===== src/stc_defs.svh =====
// Register offsets, field positions, reset values and timing constants.
// Assumes a 250 MHz ref_clk; included by the package, stc_bucket and stc_regs.
`ifndef STC_DEFS_SVH
`define STC_DEFS_SVH
`define STC_CMD_TURN_ON_DELAY   8'h60
`define STC_CMD_RAMP_TIME       8'h61
`define STC_CMD_OT_WARN         8'h51
`define STC_MANT_W              7
`define STC_OTW_MANT_W          11
`define STC_TON_RESET           7'h00
`define STC_RISE_RESET          7'h05
`define STC_OTW_RESET           11'h064
`define STC_OTW_MIN             11'h064
`define STC_OTW_MAX             11'h08C
`define STC_MANT_LSB            0
`define STC_EXP_ZERO            5'h00
`define STC_UPPER_ZERO          4'h0
`define STC_TMAX_DISABLED       7'h00
`define STC_TINY_DELAY_NS       50
`define STC_CLK_PERIOD_NS       4
`define STC_MS_ZERO             7'h00
`define STC_MS_ONE              7'h01
`endif


===== src/stc_pkg.sv =====
// Types shared by the startup timing register bank and its decoder.
// Assumes stc_defs.svh is on the include path.
`include "stc_defs.svh"
package stc_pkg;
	// One host write: command code and data word.
	typedef struct packed {
		logic        valid;
		logic [7:0]  cmd;
		logic [15:0] data;
	} stc_wr_s;
	// Host-visible rejection status.
	typedef struct packed {
		logic commFault;
		logic invalidData;
		logic alert;
	} stc_flag_s;
	typedef enum logic [1:0] {STC_IDLE, STC_CHECK, STC_DONE} stc_state_e;
endpackage


===== src/stc_bucket.sv =====
// Quantises a time mantissa into one of sixteen supported millisecond times.
// Assumes a registered mantissa input; output is combinational.
`timescale 1ns/1ps
`include "stc_defs.svh"
module stc_bucket
	import stc_pkg::*;
#(
	parameter int MW = `STC_MANT_W
) (
	// Mantissa in and bucket time out.
	input  wire logic [MW-1:0] mant,
	input  wire logic          minOne,
	output logic      [MW-1:0] effMs,
	output logic               tiny
);
	// Bucket boundaries; zero is a 50 ns step unless the one ms floor applies.
	assign tiny  = (mant == `STC_MS_ZERO) && !minOne;
	assign effMs = (mant <= 7'd1)  ? (minOne ? `STC_MS_ONE : mant) :
	               (mant <= 7'd6)  ? mant :
	               (mant <= 7'd9)  ? 7'd7  :
	               (mant <= 7'd12) ? 7'd10 :
	               (mant <= 7'd17) ? 7'd14 :
	               (mant <= 7'd22) ? 7'd19 :
	               (mant <= 7'd32) ? 7'd27 :
	               (mant <= 7'd44) ? 7'd37 :
	               (mant <= 7'd62) ? 7'd52 :
	               (mant <= 7'd86) ? 7'd72 : 7'd100;
endmodule


===== src/stc_regs.sv =====
// Startup timing configuration registers of a power converter.
// Assumes writes arrive decoded from the management bus command engine.
`timescale 1ns/1ps
`include "stc_defs.svh"
module stc_regs
	import stc_pkg::*;
#(
	parameter int MW = `STC_MANT_W
) (
	// Clock and reset.
	input  wire logic                      ref_clk,
	input  wire logic                      nrst,
	// Host write and read select.
	input  wire stc_wr_s                   hostWr,
	input  wire logic [7:0]                rdCmd,
	// Cross-check limit and other inputs.
	input  wire logic [MW-1:0]             rampTimeoutLimit,
	input  wire logic [`STC_OTW_MANT_W-1:0] overtempFaultThreshold,
	input  wire logic                      storeAll,
	input  wire logic                      nvmLoad,
	input  wire logic [MW-1:0]             nvmTurnOnDelay,
	input  wire logic [MW-1:0]             nvmRampTime,
	input  wire logic                      ssDetectEn,
	input  wire logic                      ssLoad,
	input  wire logic [MW-1:0]             ssMant,
	// Outputs.
	output logic [15:0]                    rdData,
	output stc_flag_s                      flags,
	output logic                           nvmStore,
	output logic [MW-1:0]                  nvmTurnOnDelayOut,
	output logic [MW-1:0]                  nvmRampTimeOut,
	output logic [MW-1:0]                  turnOnDelayMs,
	output logic                           turnOnDelayTiny,
	output logic [MW-1:0]                  rampTimeMs
);
	logic [MW-1:0]              turnOnDelay;
	logic [MW-1:0]              rampTime;
	logic [`STC_OTW_MANT_W-1:0] otWarn;
	logic [MW-1:0]              tonMs;
	logic                       tonTiny;
	logic [MW-1:0]              riseMs;
	logic [15:0]                next_rdData;

	// Decode of host writes.
	wire wrTon  = hostWr.valid && hostWr.cmd == `STC_CMD_TURN_ON_DELAY;
	wire wrRise = hostWr.valid && hostWr.cmd == `STC_CMD_RAMP_TIME;
	wire wrOtw  = hostWr.valid && hostWr.cmd == `STC_CMD_OT_WARN;
	wire [MW-1:0] wrMant = hostWr.data[`STC_MANT_LSB +: MW];
	wire [`STC_OTW_MANT_W-1:0] wrOtwMant =
		hostWr.data[`STC_MANT_LSB +: `STC_OTW_MANT_W];
	wire limitOn = rampTimeoutLimit != `STC_TMAX_DISABLED;
	wire riseBad = wrRise && limitOn && wrMant > rampTimeoutLimit;
	wire otwBad  = wrOtw && (wrOtwMant < `STC_OTW_MIN ||
		wrOtwMant > `STC_OTW_MAX ||
		wrOtwMant >= overtempFaultThreshold);
	wire reject  = riseBad || otwBad;

	// Read mux; exponents and upper mantissa bits read zero.
	always_comb begin
		next_rdData = 16'h0000;
		unique case (rdCmd)
			`STC_CMD_TURN_ON_DELAY: next_rdData = {`STC_EXP_ZERO,
				`STC_UPPER_ZERO, turnOnDelay};
			`STC_CMD_RAMP_TIME: next_rdData = {`STC_EXP_ZERO,
				`STC_UPPER_ZERO, rampTime};
			`STC_CMD_OT_WARN: next_rdData = {`STC_EXP_ZERO, otWarn};
			default: next_rdData = 16'h0000;
		endcase
	end

	// Turn-on delay register.
	always_ff @(posedge ref_clk) begin
		if (!nrst)
			turnOnDelay <= `STC_TON_RESET;
		else if (nvmLoad)
			turnOnDelay <= nvmTurnOnDelay;
		else if (wrTon)
			turnOnDelay <= wrMant;
	end

	// Ramp time register; resistor detection overrides restored value.
	always_ff @(posedge ref_clk) begin
		if (!nrst)
			rampTime <= `STC_RISE_RESET;
		else if (ssDetectEn && ssLoad)
			rampTime <= ssMant;
		else if (nvmLoad)
			rampTime <= nvmRampTime;
		else if (wrRise && !riseBad)
			rampTime <= wrMant;
	end

	// Warning threshold register.
	always_ff @(posedge ref_clk) begin
		if (!nrst)
			otWarn <= `STC_OTW_RESET;
		else if (wrOtw && !otwBad)
			otWarn <= wrOtwMant;
	end

	// Sticky rejection flags; a reject raises all three.
	always_ff @(posedge ref_clk) begin
		if (!nrst)
			flags <= '0;
		else if (reject)
			flags <= '{commFault: 1'b1, invalidData: 1'b1,
				alert: 1'b1};
	end

	// Store-all snapshot toward nonvolatile memory.
	always_ff @(posedge ref_clk) begin
		if (!nrst) begin
			nvmStore          <= 1'b0;
			nvmTurnOnDelayOut <= `STC_TON_RESET;
			nvmRampTimeOut    <= `STC_RISE_RESET;
		end else begin
			nvmStore <= storeAll;
			if (storeAll) begin
				nvmTurnOnDelayOut <= turnOnDelay;
				nvmRampTimeOut    <= rampTime;
			end
		end
	end

	// Bucket decoders for applied times.
	stc_bucket #(.MW(MW)) tonDec (
		.mant   (turnOnDelay),
		.minOne (1'b0),
		.effMs  (tonMs),
		.tiny   (tonTiny)
	);
	stc_bucket #(.MW(MW)) riseDec (
		.mant   (rampTime),
		.minOne (1'b1),
		.effMs  (riseMs),
		.tiny   ()
	);

	// Registered outputs.
	always_ff @(posedge ref_clk) begin
		if (!nrst) begin
			rdData          <= 16'h0000;
			turnOnDelayMs   <= `STC_MS_ZERO;
			turnOnDelayTiny <= 1'b1;
			rampTimeMs      <= `STC_RISE_RESET;
		end else begin
			rdData          <= next_rdData;
			turnOnDelayMs   <= tonMs;
			turnOnDelayTiny <= tonTiny;
			rampTimeMs      <= riseMs;
		end
	end
endmodule


===== config.mk =====
export PLATFORM = sky130hd
export DESIGN_NAME = stc_regs
export DESIGN_NICKNAME = d
export VERILOG_FILES = /design/src/stc_pkg.sv /design/src/stc_bucket.sv /design/src/stc_regs.sv
export VERILOG_INCLUDE_DIRS = /design/src
export SDC_FILE = /design/constraint.sdc
export NUM_CORES = 1
export LEC_CHECK = 0
export ABC_AREA = 1
export BUFFER_PORTS_ARGS = -buffer_cell sky130_fd_sc_hd__buf_2
export CAP_MARGIN = 15
export CORE_UTILIZATION = 42
export CTS_CLUSTER_SIZE = 14
export DETAILED_ROUTE_END_ITERATION = 16
export GPL_TIMING_DRIVEN = 1
export MAX_ROUTING_LAYER = met4
export PLACE_DENSITY = 0.71
export SYNTH_ARGS = -nofsm -noshare
export SYNTH_HDL_FRONTEND = slang
export SYNTH_SLANG_ARGS = --single-unit

===== constraint.sdc =====
create_clock -name ref_clk -period 1.3 [get_ports ref_clk]
set_input_delay 0.13 -clock ref_clk [delete_from_list [all_inputs] [get_ports ref_clk]]
set_output_delay 0.13 -clock ref_clk [all_outputs]
set_load 0.005 [all_outputs]

==> results.md <==
* Finished Layout Cells at 866
* R2r startpoint: rampTime[6]$_SDFFE_PN0P_
* Highest Clock Rate at 0.775 GHz
* Max FO, Critical Path at 5
* TritonCTS Buffers at 9
* Post-synthesis compound-gate area fraction at 13.7%
* Crit path cell chain: nor2_4, inv_2, nor2_4, inv_2, nor2_4, nand2_2, o21ai_4, buf_6, nor2_1
* Hold Path Class: input pin to flip-flop
* Drt wl/cell at 13.3 um
* Router iterations before antenna repair at 5
* WS Path Type: flip-flop to flip-flop
* Final core occ at 63.9%
* Top sig layer: met4
* Most frequent CP cell: nor2_4
* Metal2 WL at 5.66 mm
* Synth Area per Inst at 6.69 sq um
* Sequential-to-total area share from yosys stat at 35.1%
* Ys flop type: dfxtp_1
* Clock transition at path regs at 70 ps
* CTS tree: done
* Pint at 3.91 mW
* Worst path max stage delay at 330 ps
* Number of global-route vias before repair at 4,067
* Critical Path Sink Type: flip-flop
* Synth Area in XOR/XNOR at 0%
* Die footprint at 0.00948 sq mm
* Adder-Cell Fraction of Synth Area at 5.90%
* Routed via count at 4,297
* Sw Pwr at 1.58 mW
* Starting DRC count in detailed routing at 209
* Period utilisation layout at 99.3%
* P&R area growth vs syn at 46.7%
* Post-synth EDFFs at 0
* Fill cells at 772
* Post-synthesis mux area share at 0%
* Delay-heaviest family, CP: simple AND/OR/NAND/NOR gates
* CP arrival at 1540 ps
* Max_cap viols at 0
* VDD IR max at 478 uV
* Clk pwr share at 34.5%
* Starting density of the core at 43.6%
* Remaining DRCs at 0
* Synth Cell Area at 0.00382 sq mm
* Core ar. at 0.00876 sq mm
* Tot Pwr at 5.49 mW
* Endpoints failing setup at 0
* P per Cell Area at 980 mW/mm^2
* Gate power share at 24.6%
* Crit-path slowest cell: dfxtp_2
* DR vias/cell at 4.96
* Startpoint Class: flip-flop
* Synth unique cells at 38
* Largest net degree at the start of global routing at 33
* Hold_sp: nvmTurnOnDelay[0]
* CP Buf/Inv Count at 3
* Clk sinks at 67
* Unrepaired setup endpoints after global routing: yes
* Asr flop ratio synth at 0%
* CP Launch Point: rampTime[6]$_SDFFE_PN0P_
* Final antenna diode count at 0
* Clock Latency Late Sink at 350 ps
* Flop pwr share at 41.0%
* Largest family of logic cells by synthesized area: simple AND/OR/NAND/NOR gates
* Synthesized instance count at 571
* Die H at 97.4 um
* Post-Route WL at 11.5 mm
* Die X at 97.4 um
* Clock Skews at 4.46 ps
* Synthesis-stage register bit count at 67
* Placer Congestion at 0.928
* Yosys warnings at 0
* Status: finished clean
* Share of layout cells above drive strength 1 at 40.6%
* IO buf count at 116
* FP Rows at 34
* Total GRT Usage at 24.3%
* DRT met1 WL at 4.82 mm
* Initial antenna violation count at 0
* Congestion Overflow GR at 0
* Crit path required time at 1550 ps
* CTS Buffer Depth at 2
* Final-report hold violation count at 0
* Dpl cells at 843
* Root buffer cell: clkbuf_8
* Antenna viol nets, final at 0
* H-tree levels at 3
* Met3 wire length at 611 um
* Pins over their slew limit at 0
* Placed Instance Area at 0.00505 sq mm
* Sw Ratio at 28.7%
* Period minus WS final at 1290 ps
* Synth Area in Simple Gates at 32.0%
* Static leakage at 2.88 nW
* First-pass GRT wire length at 18.2 mm
* DP Wirelength at 8.80 mm
* Final instance area at 0.00560 sq mm
* IO Pins at 127
* Nets at 850
-- cell families (layout without fill, tap and decap cells) --
logic type	count (synthesis)	count (layout)
DFF	67	67
other	1	5
adders and majority gates	18	18
buffers and inverters	122	305
AOI/OAI and AO/OA	93	93
and+or+nand+nor	270	270
-- worst paths after layout --
path / endpoint / cells past startpoint / slack, ps
min reg2reg: otWarn[10]$_SDFFE_PN0P_ / 2 / 440
min: turnOnDelay[0]$_SDFFE_PN0P_ / 3 / 70
max reg2reg: rampTimeMs[5]$_SDFF_PP0_ / 9 / 9
max: rampTimeMs[5]$_SDFF_PP0_ / 9 / 9
-- cells in the mapped netlist (2+ instances only) --
| master | instances | share of area (%) |
|---|---|---|
| nand4_1 | 10 | 1.6 |
| o21ai_0 | 29 | 3.8 |
| nor2_2 | 6 | 0.98 |
| ha_1 | 18 | 5.9 |
| clkbuf_1 | 8 | 0.79 |
| nor2_4 | 2 | 0.59 |
| buf_2 | 5 | 0.66 |
| a21boi_0 | 2 | 0.39 |
| buf_4 | 8 | 1.6 |
| nand3_1 | 35 | 4.6 |
| nor4_1 | 2 | 0.33 |
| o211ai_1 | 3 | 0.59 |
| clkbuf_2 | 2 | 0.26 |
| and2_1 | 3 | 0.49 |
| inv_2 | 5 | 0.49 |
| inv_1 | 92 | 9.0 |
| nand2_2 | 4 | 0.66 |
| dfxtp_1 | 67 | 35 |
| a21oi_1 | 49 | 6.4 |
| nor3_2 | 2 | 0.52 |
| nor2_1 | 52 | 5.1 |
| a211oi_1 | 4 | 0.79 |
| nor3_1 | 13 | 1.7 |
| nand2_1 | 136 | 13 |
-- power groups by stage --
stage	Sequential [mW]	Clock [mW]	Combinational [mW]
final	2.25	1.89	1.35
after global routing	2.26	2.00	1.49
after CTS	2.24	1.93	1.22
after detailed placement	2.28	0	1.18
after global placement	2.28	0	1.15
after floorplan	2.28	0	0.604
-- cell type report --
class                      instances  area (sq um)  share of cell area (%)
clock buffer                      10           138                    2.46
clock inverter                     5          77.6                    1.38
inverter                          97           392                    6.99
multi-input combinational        386          2280                    40.7
sequential                        67          1370                    24.5
tap                              108           135                    2.41
timing repair buffer             193          1200                    21.5
-- sequential cells by signal, indices dropped and copies added, names as in the netlist --
name,count
flags,1
turnOnDelayMs,7
otWarn,11
nvmRampTimeOut,7
turnOnDelay,7
nvmStore,1
rampTimeMs,7
rdData,11
turnOnDelayTiny,1
rampTime,7
nvmTurnOnDelayOut,7
-- worst reg2reg max path, cell delays in order (launching register included) --
cell,delay (ps)
dfxtp_2,330
nor2_4,120
inv_2,60
nor2_4,90
inv_2,60
nor2_4,100
nand2_2,90
o21ai_4,200
buf_6,130
nor2_1,30
-- stage by stage --
stage          setup WS, ps  hold WS [ps]  setup TNS (ps)
2_1_floorplan         -53.8           301            -179
3_5_place_dp           -387           422           -5810
6_report               8.92          69.1               0
3_3_place_gp           -304           417           -4680
5_1_grt                -116          93.0            -792
4_1_cts               -1.87          54.0           -1.87
-- cell usage in the layout, fill, tap and decap left out, types with 3 or more instances in the layout --
cell | Yosys | routed
o21ai_0 | 29 | 22
dfxtp_1 | 67 | 55
ha_4 | 0 | 8
nand3_1 | 35 | 32
conb_1 | 1 | 5
nor2_2 | 6 | 5
dfxtp_2 | 0 | 5
nor3_2 | 2 | 4
o21ai_2 | 1 | 5
ha_1 | 18 | 10
and2_1 | 3 | 3
inv_2 | 5 | 17
clkbuf_8 | 0 | 10
nor2_4 | 2 | 10
buf_6 | 1 | 7
inv_1 | 92 | 76
nor2_1 | 52 | 45
nand2_2 | 4 | 15
nand3_2 | 0 | 3
nand2_1 | 136 | 121
nand2_4 | 1 | 5
o211ai_1 | 3 | 3
a21oi_1 | 49 | 45
a21oi_2 | 0 | 4
buf_2 | 5 | 111
nand4_1 | 10 | 10
a211oi_1 | 4 | 4
dfxtp_4 | 0 | 7
nor3_1 | 13 | 11
buf_4 | 8 | 74
-- layer usage --
layer,up-vias,global-route usage (%)
met5,-,-
met4,0,11.7
met3,38,4.24
met2,162,41.8
met1,1926,27.4
li1,2171,-
-- what timing repair did --
action,in CTS,in global routing
endpoints found under the setup margin,12,23
hold buffers,0,0
buffers inserted,2,6
resized for setup,23,76
pin swaps,5,32
Power figures use the tool's default switching activity.
